<file path="config.mk">
export PLATFORM = sky130hd
export DESIGN_NAME = comparator_edge_flag_control
export DESIGN_NICKNAME = d
export VERILOG_FILES = /design/src/core/cmp_edge_pkg.sv /design/src/core/cmp_edge_if.sv /design/src/core/comparator_edge_flag_control.sv /design/src/core/cmp_sync_edge.sv
export SDC_FILE = /design/constraint.sdc
export NUM_CORES = 1
export LEC_CHECK = 0
export ABC_CLOCK_PERIOD_IN_PS = 1000
export BUFFER_PORTS_ARGS = -buffer_cell sky130_fd_sc_hd__buf_2
export CAP_MARGIN = 10
export CORE_AREA = 4 4 41 43
export DETAILED_ROUTE_END_ITERATION = 10
export DIE_AREA = 0 0 45 47
export HOLD_SLACK_MARGIN = 0.03
export MAX_ROUTING_LAYER = met4
export PLACE_DENSITY = 0.7
export SETUP_SLACK_MARGIN = 0.4
export SLEW_MARGIN = 20
export SYNTH_ARGS = -nofsm -noshare
export SYNTH_HDL_FRONTEND = slang
export SYNTH_HIERARCHICAL = 1
export SYNTH_SLANG_ARGS = --single-unit
</file>
<file path="constraint.sdc">
create_clock -name i_core_clk -period 1 [get_ports i_core_clk]
set_clock_uncertainty 0.2 [all_clocks]
set_input_delay 0.15 -clock i_core_clk [delete_from_list [all_inputs] [get_ports i_core_clk]]
set_output_delay 0.15 -clock i_core_clk [all_outputs]
set_load 0.02 [all_outputs]
</file>
<file path="src/core/cmp_edge_pkg.sv">
// Constants for the comparator edge flag control block
//
// Function
// - Hysteresis settings come from the low four bits of comparator_control_reg, split into a negative and a positive field.
// - The negative field picks one of several negative hysteresis levels for the comparator core, and one code turns it off.
// - The positive field picks the positive hysteresis level on its own, in the same way.
// - Interrupt requests can come from both rising and falling comparator output transitions.
// - A high-to-low comparator transition sets fall_edge_flag to 1.
// - A low-to-high comparator transition sets rise_edge_flag to 1.
// - Both flags stay set and hardware never clears them; software clears each by writing it.
// - cmp_output_state shows the current comparator level at any time.
// - Writing 1 to cmp_enable_bit turns the comparator on and writing 0 turns it off.
// - Each flag is set on its edge whether or not the interrupt is enabled.
// - Software writing 1 to a flag sets it and, when enabled, raises a request like a real edge.
package cmp_edge_pkg;
	// ------------------------------------------------------------
	// Control register layout
	// ------------------------------------------------------------
	localparam int CTRL_WIDTH = 8;
	localparam int HYST_WIDTH = 2;
	localparam int BIT_ENABLE = 7;
	localparam int BIT_OUTPUT = 6;
	localparam int BIT_RISE = 5;
	localparam int BIT_FALL = 4;
	localparam int POS_HYST_LSB = 2;
	localparam int NEG_HYST_LSB = 0;

	// ------------------------------------------------------------
	// Reset values
	// ------------------------------------------------------------
	localparam logic [HYST_WIDTH-1:0] HYST_RESET = 2'h0;
	localparam logic ENABLE_RESET = 1'b0;
	localparam logic FLAG_RESET = 1'b0;
endpackage : cmp_edge_pkg

</file>
<file path="src/core/cmp_edge_if.sv">
// Interface carrying the synchronised comparator level and edge pulses
`timescale 1ns/100ps
`default_nettype none
interface cmp_edge_if;
	logic level;
	logic rise;
	logic fall;

	modport src (output level, output rise, output fall);
	modport dst (input level, input rise, input fall);
endinterface : cmp_edge_if
`default_nettype wire

</file>
<file path="src/core/comparator_edge_flag_control.sv">
// Comparator control, sticky edge flags and interrupt request
`timescale 1ns/100ps
`default_nettype none
module comparator_edge_flag_control #(
	parameter int HYST_BITS = cmp_edge_pkg::HYST_WIDTH
) (
	input wire logic i_core_clk,
	input wire logic i_nrst,
	input wire logic i_cmp_raw,
	input wire logic i_ctrl_wr,
	input wire logic [cmp_edge_pkg::CTRL_WIDTH-1:0] i_ctrl_wdata,
	input wire logic i_irq_enable,
	output logic [cmp_edge_pkg::CTRL_WIDTH-1:0] o_comparator_control_reg,
	output logic o_cmp_enable_bit,
	output logic [HYST_BITS-1:0] o_neg_hyst_select,
	output logic [HYST_BITS-1:0] o_pos_hyst_select,
	output logic o_rise_edge_flag,
	output logic o_fall_edge_flag,
	output logic o_cmp_output_state,
	output logic o_irq
);
	// ------------------------------------------------------------
	// Reset synchroniser
	// ------------------------------------------------------------
	logic rst_meta;
	logic rst_n;
	logic next_rst_meta;
	logic next_rst_n;

	// Assert at once, release only after two clean edges
	always_comb begin
		next_rst_meta = 1'b1;
		next_rst_n = rst_meta;
	end

	always_ff @(posedge i_core_clk or negedge i_nrst) begin
		if (!i_nrst) begin
			rst_meta <= 1'b0;
			rst_n <= 1'b0;
		end else begin
			rst_meta <= next_rst_meta;
			rst_n <= next_rst_n;
		end
	end

	// ------------------------------------------------------------
	// Comparator input path
	// ------------------------------------------------------------
	cmp_edge_if edges ();

	cmp_sync_edge u_sync (
		.i_clk(i_core_clk),
		.i_rst_n(rst_n),
		.i_cmp_raw(i_cmp_raw),
		.edges(edges)
	);

	// ------------------------------------------------------------
	// Control fields and sticky flags
	// ------------------------------------------------------------
	logic enable;
	logic [HYST_BITS-1:0] neg_hyst;
	logic [HYST_BITS-1:0] pos_hyst;
	logic rise_flag;
	logic fall_flag;
	logic next_enable;
	logic [HYST_BITS-1:0] next_neg_hyst;
	logic [HYST_BITS-1:0] next_pos_hyst;
	logic next_rise_flag;
	logic next_fall_flag;

	// A write replaces the flags, but an edge in the same cycle still
	// sets them so no event is lost while software clears
	always_comb begin
		next_enable = enable;
		next_neg_hyst = neg_hyst;
		next_pos_hyst = pos_hyst;
		next_rise_flag = rise_flag;
		next_fall_flag = fall_flag;
		if (i_ctrl_wr) begin
			next_enable = i_ctrl_wdata[cmp_edge_pkg::BIT_ENABLE];
			next_neg_hyst = i_ctrl_wdata[cmp_edge_pkg::NEG_HYST_LSB
				+: HYST_BITS];
			next_pos_hyst = i_ctrl_wdata[cmp_edge_pkg::POS_HYST_LSB
				+: HYST_BITS];
			next_rise_flag = i_ctrl_wdata[cmp_edge_pkg::BIT_RISE];
			next_fall_flag = i_ctrl_wdata[cmp_edge_pkg::BIT_FALL];
		end
		// Edges set regardless of the interrupt enable
		if (edges.rise) begin
			next_rise_flag = 1'b1;
		end
		if (edges.fall) begin
			next_fall_flag = 1'b1;
		end
	end

	always_ff @(posedge i_core_clk or negedge rst_n) begin
		if (!rst_n) begin
			enable <= cmp_edge_pkg::ENABLE_RESET;
			neg_hyst <= HYST_BITS'(cmp_edge_pkg::HYST_RESET);
			pos_hyst <= HYST_BITS'(cmp_edge_pkg::HYST_RESET);
			rise_flag <= cmp_edge_pkg::FLAG_RESET;
			fall_flag <= cmp_edge_pkg::FLAG_RESET;
		end else begin
			enable <= next_enable;
			neg_hyst <= next_neg_hyst;
			pos_hyst <= next_pos_hyst;
			rise_flag <= next_rise_flag;
			fall_flag <= next_fall_flag;
		end
	end

	// ------------------------------------------------------------
	// Outputs
	// ------------------------------------------------------------
	// Hysteresis codes go straight to the analog core; code zero is off
	assign o_cmp_enable_bit = enable;
	assign o_neg_hyst_select = neg_hyst;
	assign o_pos_hyst_select = pos_hyst;
	assign o_rise_edge_flag = rise_flag;
	assign o_fall_edge_flag = fall_flag;
	assign o_cmp_output_state = edges.level;

	// Request is level: it stays up until software clears both flags or i_irq_enable goes low
	assign o_irq = i_irq_enable & (rise_flag | fall_flag);

	// Read-back view of the whole control register
	always_comb begin
		o_comparator_control_reg = '0;
		o_comparator_control_reg[cmp_edge_pkg::BIT_ENABLE] = enable;
		o_comparator_control_reg[cmp_edge_pkg::BIT_OUTPUT] = edges.level;
		o_comparator_control_reg[cmp_edge_pkg::BIT_RISE] = rise_flag;
		o_comparator_control_reg[cmp_edge_pkg::BIT_FALL] = fall_flag;
		o_comparator_control_reg[cmp_edge_pkg::POS_HYST_LSB +: HYST_BITS] =
			pos_hyst;
		o_comparator_control_reg[cmp_edge_pkg::NEG_HYST_LSB +: HYST_BITS] =
			neg_hyst;
	end

	// Write-data hysteresis fields as the checks expect to see them
	logic [HYST_BITS-1:0] wr_neg_hyst;
	logic [HYST_BITS-1:0] wr_pos_hyst;
	assign wr_neg_hyst =
		i_ctrl_wdata[cmp_edge_pkg::NEG_HYST_LSB +: HYST_BITS];
	assign wr_pos_hyst =
		i_ctrl_wdata[cmp_edge_pkg::POS_HYST_LSB +: HYST_BITS];
endmodule : comparator_edge_flag_control
`default_nettype wire

</file>
<file path="src/core/cmp_sync_edge.sv">
// Comparator output synchroniser and edge detector
`timescale 1ns/100ps
`default_nettype none
module cmp_sync_edge (
	input wire logic i_clk,
	input wire logic i_rst_n,
	input wire logic i_cmp_raw,
	cmp_edge_if.src edges
);
	logic meta;
	logic stable;
	logic delayed;
	logic next_meta;
	logic next_stable;
	logic next_delayed;

	// ------------------------------------------------------------
	// Synchroniser chain
	// ------------------------------------------------------------
	// The raw comparator is asynchronous; meta is read only by stable
	always_comb begin
		next_meta = i_cmp_raw;
		next_stable = meta;
		next_delayed = stable;
	end

	always_ff @(posedge i_clk or negedge i_rst_n) begin
		if (!i_rst_n) begin
			meta <= 1'b0;
			stable <= 1'b0;
			delayed <= 1'b0;
		end else begin
			meta <= next_meta;
			stable <= next_stable;
			delayed <= next_delayed;
		end
	end

	// ------------------------------------------------------------
	// Edge pulses, one cycle wide
	// ------------------------------------------------------------
	assign edges.level = stable;
	assign edges.rise = stable & ~delayed;
	assign edges.fall = ~stable & delayed;
endmodule : cmp_sync_edge
`default_nettype wire

</file>
Word level (Yosys, flattened, before mapping)
Cells that the tools add are included.
W data, S select, Z words.
Word-level totals
  word-level logic and storage cells: 22
  register bits after elaboration: 12
  bits of input ports: 13
  latch bits: 0
  memory bits (writable): 0
  output and inout port bits: 17
  ROM bits: 0
  memories: 0
Cells by class
  multipliers: 0
  order comparisons: 0
  eq/ne operators: 0
  bitwise gates (word level): 6
  multiplexer cells: 4
  add/sub/neg operators: 0
  shift operators: 0
  reductions and logical operators: 2
  divide/modulo/power cells: 0
Operators by type and width (count)
  $mux W1: 4
  $reduce_bool A2 Y1: 2
  $and A1 B1 Y1: 3
  $not A1 Y1: 2
  $or A1 B1 Y1: 1

Depth between registers and ports, before layout
Gate-level depths: netlist (run 1).
  word-level depth: 3
  gate-level depth with buffers: 3
  depth with buffers taken out: 2

Hierarchy
Netlist (run 1), hierarchy kept.
By module, submodules not included
  comparator_edge_flag_control: cells an instance 29, sequential area each 225.2 µm², area each 394.1 µm², instances 1
  cmp_sync_edge: cells an instance 5, sequential area each 75.1 µm², area each 90.1 µm², instances 1

Worst setup path before layout (run 1)
OpenSTA, ideal clock, no wires.
  path type: reg-to-reg
  start: register u_sync.stable (netlist: u_sync/edges.level)
  end: register fall_flag (netlist: o_fall_edge_flag)
  clock period less this slack: 1.271 ns
  slack: -0.271 ns
  buffers on the path: 0
  stages on the path, launching flop included: 3
  arrival time: 0.947 ns
  data required time: 0.676 ns
  setup time: 0.124 ns
  path through: dfrtp_1 -> and2b_2 -> a211o_1
On the way
  cells in the longest elaborated chain, start to end: 3
  elaborated cells on any way between the ends: 4
  those cells by class: mux (1); bitwise (2); reduce/logical (1)
Ends and longest elaborated chain
  from (decl): RTL line cmp_sync_edge.sv:11  | logic stable;
  from (signal assigned): RTL line cmp_sync_edge.sv:34  | stable <= next_stable;
  $not A1 Y1 (*): RTL line cmp_sync_edge.sv:44  | assign edges.fall = ~stable & delayed;
  $and A1 B1 Y1 (*): RTL line cmp_sync_edge.sv:44
  net edges.fall: RTL line cmp_edge_if.sv:7  | logic fall;
  $mux W1 / $reduce_bool A2 Y1 (equally long branches)
  to (signal assigned): RTL line comparator_edge_flag_control.sv:104  | fall_flag <= cmp_edge_pkg::FLAG_RESET;
  to (signal assigned): RTL line comparator_edge_flag_control.sv:110  | fall_flag <= next_fall_flag;
  to (decl): RTL line comparator_edge_flag_control.sv:65  | logic fall_flag;
The timed path passes the listed nets; every way through them passes the cells marked *.
A chain may end at the register's enable or synchronous reset.

Worst setup path in the final report (run 1)
  start: register fall_flag (netlist: o_fall_edge_flag)
  end: output o_irq
On the way
  cells in the longest elaborated chain, start to end: 2
Ends and longest elaborated chain
  $or A1 B1 Y1: RTL line comparator_edge_flag_control.sv:126  | assign o_irq = i_irq_enable & (rise_flag | fall_flag);
  $and A1 B1 Y1: RTL line comparator_edge_flag_control.sv:126
  to (decl): RTL line comparator_edge_flag_control.sv:20  | output logic o_irq
No other way between the ends.

==> results of run 1 <==
==> critical path: stages, from the launching register on <==
cell,delay [ns]
dfrtp_2,0.41
o21a_4,0.21
buf_6,0.12
==> cell families after synthesis <==
kind of cell,count (synthesis)
compound gates,3
buf+inv,9
flops,12
mux,5
other cells,1
simple gates,4
==> what timing repair did <==
item	CTS	global route
buffers inserted	4	1
pin swaps	1	0
endpoints found under the hold margin	20	20
endpoints found under the setup margin	37	27
gates resized for setup	35	2
==> power breakdown <==
| part | switching [mW] | internal [mW] | leakage, nW | total (mW) |
|---|---|---|---|---|
| Sequential | 0.0396 | 0.530 | 0.130 | 0.569 |
| Clock | 0.141 | 0.221 | 0.0210 | 0.362 |
| Combinational | 0.142 | 0.191 | 0.233 | 0.333 |
==> layout make-up <==
| type | instances | area [um^2] |
|---|---|---|
| flip-flops and latches | 12 | 311.5 |
| repair buffers | 35 | 306.5 |
| well taps | 15 | 18.77 |
| fillers | 112 | 504.2 |
| clock buffers | 4 | 36.28 |
| multi-input cells | 13 | 123.9 |
==> path summary, 6_finish.rpt <==
path,from,end,cells after the start
setup / recovery,o_fall_edge_flag,o_irq,2
hold / removal,i_cmp_raw,u_sync/meta,1
setup reg to reg,o_fall_edge_flag,o_fall_edge_flag,3
hold reg to reg,rst_n,o_neg_hyst_select[0],0
max in group asynchronous,rst_n,o_cmp_enable_bit,0
min in group asynchronous,rst_n,o_neg_hyst_select[0],0
==> placed cells by master (no fill, tap or decap), drive strengths merged <==
cell type    Yosys  final
buf              9     34
dfrtp           12     12
mux2             5      5
clkbuf           0      4
nor2b            3      3
a211o            2      2
o21a             1      1
dlygate4sd3      0      1
conb             1      1
and2b            1      1
==> routing by layer <==
layer / GRT usage, % / vias to the layer above / part of all wire (%)
met5: - / - / 0
met4: 3.509 / 0 / 0
met3: 4.598 / 0 / 7.4
met2: 16.38 / 13 / 56
met1: 10.84 / 180 / 37
li1: - / 163 / -
==> metrics by stage <==
stage	hold slack, ns	util, %	std cells
after floorplan	-0.3456	-	34
after global placement	-0.2636	45.87	69
after detailed placement	-0.2625	45.87	69
after CTS	-0.2233	60.10	78
after global routing	-0.2216	61.25	79
final	-0.2050	61.25	79
==> state kept, by name, indices dropped and copies added (netlist names) <==
name and count:
o_neg_hyst_select 2, o_pos_hyst_select 2, next_rst_n 1, o_cmp_enable_bit 1, o_fall_edge_flag 1, o_rise_edge_flag 1
rst_n 1, u_sync/delayed 1, u_sync/edges.level 1, u_sync/meta 1
==> flow_summary.json, run 1 <==
{
  "outcome": "complete, but fails checks",
  "violations": "hold timing, setup timing",
  "cts_buffer_depth": 2,
  "drt-initial-drc-count": 4,
  "drive_above_1_share_pct": 84.38,
  "path_class": "flip-flop to output pin",
  "cp_max_fo": 2,
  "n_antenna_cell": 0,
  "gp_congestion": 0.5714,
  "leakage_nw": 0.3847,
  "grt_max_degree": 11,
  "muxShareOfSynthArea_pct": 11.63,
  "num_rows": 13,
  "port_buffers": 28,
  "postRouteAntennaNets": 0,
  "synth.distinct_cells": 9,
  "nNetsFinal": 78,
  "syn_nets": 47,
  "yosysSeqAreaShare_pct": 62.02,
  "cap_violations": 0,
  "start_util_pct": 37.21,
  "synth-compound-area-share_pct": 5.168,
  "design_area_um2": 797.0,
  "rsz0062_at_grt": "yes",
  "antenna_found_initial": 0,
  "grt_pass1_vias": 348,
  "synth_seq_cells": 12,
  "grt-ovfl-total": 0,
  "avgSynthCellArea_um2": 14.24,
  "setup_viol": 22,
  "synth-xor-area-share_pct": 0,
  "drc": 0,
  "netlist_area_um2": 484.2,
  "grtUsageTotal_pct": 10.07,
  "synth-simple-area-share_pct": 5.685,
  "fin_crit_sh_pct": 135.5,
  "wire_per_inst_um": 11.53,
  "crit_arrival_ns": 1.01,
  "synth_most_common_cell": "dfrtp_1",
  "cp-end-kind": "output pin",
  "synth_area_leaders": "dfrtp_1 (62%), buf_4 (12%), mux2_2 (12%)",
  "synth_largest_area_cell": "dfrtp_1",
  "cp.required_ns": 0.65,
  "cts-hold-fix-buffers": 1,
  "timing.fmax_mhz": 737.8,
  "io_pins": 30,
  "synth_commonest_cells": "dfrtp_1 (12), buf_4 (8), mux2_2 (5)",
  "wl_um": 911,
  "dieArea_um2": 2115,
  "syn-instance-count": 34,
  "cts_root_buffer": "clkbuf_4",
  "synthArstFlopShare_pct": 100.0,
  "clock_sinks": 12,
  "viasPerCell": 4.506,
  "die_h_um": 47,
  "setup_tns_ns": -4.183,
  "grt_pass1_wl_um": 1442,
  "clkTransAtPathRegs_ns": 0.07,
  "hp-class": "input port to flip-flop",
  "synth_warnings": 6,
  "whs_ns": -0.2050,
  "layout-area-overhead-vs-synth_pct": 64.60,
  "cts_buffers": 3,
  "cts_tree": "built",
  "start_kind": "flip-flop",
  "fin_crit_ns": 1.355,
  "maxSlewViolCount": 0,
  "core_area_um2": 1301,
  "firstDrtPassIters": 2,
  "die_w_um": 45,
  "r2r_setup_slack_ns": -0.25,
  "p_total_mw": 1.264,
  "worst_slack_ns": -0.3553,
  "dp_slack_ns": -0.1328,
  "place_area_um2": 596.8,
  "irDropWorstVdd_mv": 1.031,
  "ys.flop_type": "dfrtp_1",
  "synth_top_family_by_area": "buffers and inverters",
  "cts_max_level": 1,
  "synth_top_area_share_pct": 62.02,
  "hpwlAfterDp_um": 682.2,
  "insertion_delay_ns": 0.26,
  "synth_fa_ha_area_share_pct": 0,
  "synth_edf_count": 0,
  "dr_total_vias": 356,
  "hold_violations": 20,
  "power_density_nw_per_um2": 1586
}
Note: power is estimated with default switching activity, not from simulation.
==> run 2: changes to the inputs <==
TNS_END_PERCENT = 5   (was not set)
==> flow_summary.json, run 2 (synthesized netlist as in run 1, its figures left out) <==
{
  "outcome": "complete, but fails checks",
  "violations": "hold timing, setup timing",
  "met3WireLength_um": 63,
  "io_pins": 30,
  "crit_family": "flip-flops",
  "cts_tree": "built",
  "clock_sinks": 12,
  "seqPwrFrac_pct": 50.5,
  "maxSlewViolCount": 0,
  "stdcell_count": 76,
  "nNetsFinal": 75,
  "switching_power_mw": 0.3075,
  "die_w_um": 45,
  "die_h_um": 47,
  "hold_violations": 20,
  "gp_congestion": 0.6349,
  "setup_viol": 19,
  "port_buffers": 28,
  "drc": 0,
  "worst_slack_ns": -0.3382,
  "dr_total_vias": 327,
  "wl_met2_um": 552,
  "antenna_found_initial": 0,
  "dieArea_um2": 2115,
  "clkTransAtPathRegs_ns": 0.07,
  "fin_crit_sh_pct": 133.8,
  "rsz0062_at_grt": "yes",
  "cts_buffers": 3,
  "n_fill_cell": 131,
  "irDropWorstVdd_mv": 1.030,
  "drt-met1-wl_um": 266,
  "power_density_nw_per_um2": 1696,
  "n_antenna_cell": 0,
  "cts_buffer_depth": 2,
  "whs_ns": -0.2117,
  "num_rows": 13,
  "crit_arrival_ns": 0.99,
  "clkPwrFrac_pct": 27.0,
  "cp_max_fo": 3,
  "cap_violations": 0,
  "layout-area-overhead-vs-synth_pct": 33.85,
  "fin_crit_ns": 1.338,
  "cp_num_buf_inv": 1,
  "wire_per_inst_um": 11.62,
  "grt_max_degree": 11,
  "drive_above_1_share_pct": 72.13,
  "final_common_cell": "buf_2",
  "wl_um": 883,
  "cts_max_level": 1,
  "postRouteAntennaNets": 0,
  "cts-hold-fix-buffers": 1,
  "path_class": "flip-flop to output pin",
  "firstDrtPassIters": 3,
  "drt-initial-drc-count": 1,
  "grtUsageTotal_pct": 9.567,
  "top_layer_used": "met3",
  "p_comb_share_pct": 22.5,
  "dp_cells": 69,
  "grt_pass1_vias": 329,
  "final_cell_mix": "buf_2 (26), dfrtp_1 (8), mux2_2 (5)",
  "p_int_mw": 0.7919,
  "crit_path_top_delay_cell": "dfrtp_2",
  "hp-class": "input port to flip-flop",
  "cts_root_buffer": "clkbuf_4",
  "viasPerCell": 4.303,
  "grt-ovfl-total": 0,
  "timing.fmax_mhz": 747.3,
  "leakage_nw": 0.3293,
  "cp.required_ns": 0.65,
  "core_area_um2": 1301,
  "p_total_mw": 1.099,
  "swShare_pct": 27.97,
  "insertion_delay_ns": 0.26,
  "path_cells": "o21a_1 -> buf_6",
  "start_kind": "flip-flop",
  "max_stage_delay_ns": 0.41,
  "hpwlAfterDp_um": 707.7,
  "start_util_pct": 37.21,
  "grt_pass1_wl_um": 1345,
  "cp-end-kind": "output pin"
}
## run 2: cell count changes in the layout (fill, tap and decap cells not counted), sizes merged
cell and delta:
buf -3
## run 2: per-stage QoR
stage	TNS [ns]	instance area (um^2)	util, %	setup slack (ns)
finish	-4.010	648.1	49.81	-0.3382
global route	-4.674	648.1	49.81	-0.3705
CTS	-4.137	634.4	48.75	-0.3448
detailed placement	-0.4946	583.1	44.81	-0.1201
global placement	-0.4086	583.1	44.81	-0.1074
floorplan	-0.5748	488.0	-	-0.1722
## run 2: area by class of cell
class / count / area (um^2) / share of cell area, %
Multi-Input combinational cell: 13 / 112.6 / 17.37
Clock buffer: 4 / 26.28 / 4.054
Timing Repair Buffer: 32 / 185.2 / 28.57
Tap cell: 15 / 18.77 / 2.896
Sequential cell: 12 / 305.3 / 47.10
## run 2: worst reg2reg max path: stages, from the launching register on
cell and delay [ns]:
dfrtp_2 0.41, buf_4 0.14, nor2b_1 0.12, a211o_1 0.22
## run 2: routing by layer
metal,track usage (%),up-vias
met2,15.82,8
met4,5.263,0
met3,4.215,0
met5,-,-
li1,-,157
met1,9.375,162
## run 2: what timing repair did
item	4_1_cts	5_1_grt
endpoints found under the setup margin	37	27
buffers inserted	1	1
pin swaps	2	1
resized for setup	3	2
hold endpoints to repair	20	20
## run 2: worst paths after layout
path                                   from          endpoint  slack, ns  cells past startpoint
setup / recovery           o_fall_edge_flag             o_irq      -0.34                      2
hold / removal                    i_cmp_raw       u_sync/meta      -0.21                      1
setup reg to reg           o_fall_edge_flag  o_fall_edge_flag      -0.20                      3
hold reg to reg                       rst_n       u_sync/meta      -0.08                      0
max in group asynchronous             rst_n  o_rise_edge_flag       0.48                      0
min in group asynchronous             rst_n       u_sync/meta      -0.08                      0
## run 2: power by group through the flow
stage / clock [mW] / combinational [mW] / sequential (mW)
floorplan: 0 / 0.136 / 0.602
global placement: 0 / 0.221 / 0.565
detailed placement: 0 / 0.223 / 0.568
CTS: 0.312 / 0.239 / 0.557
global route: 0.330 / 0.267 / 0.562
finish: 0.297 / 0.248 / 0.555
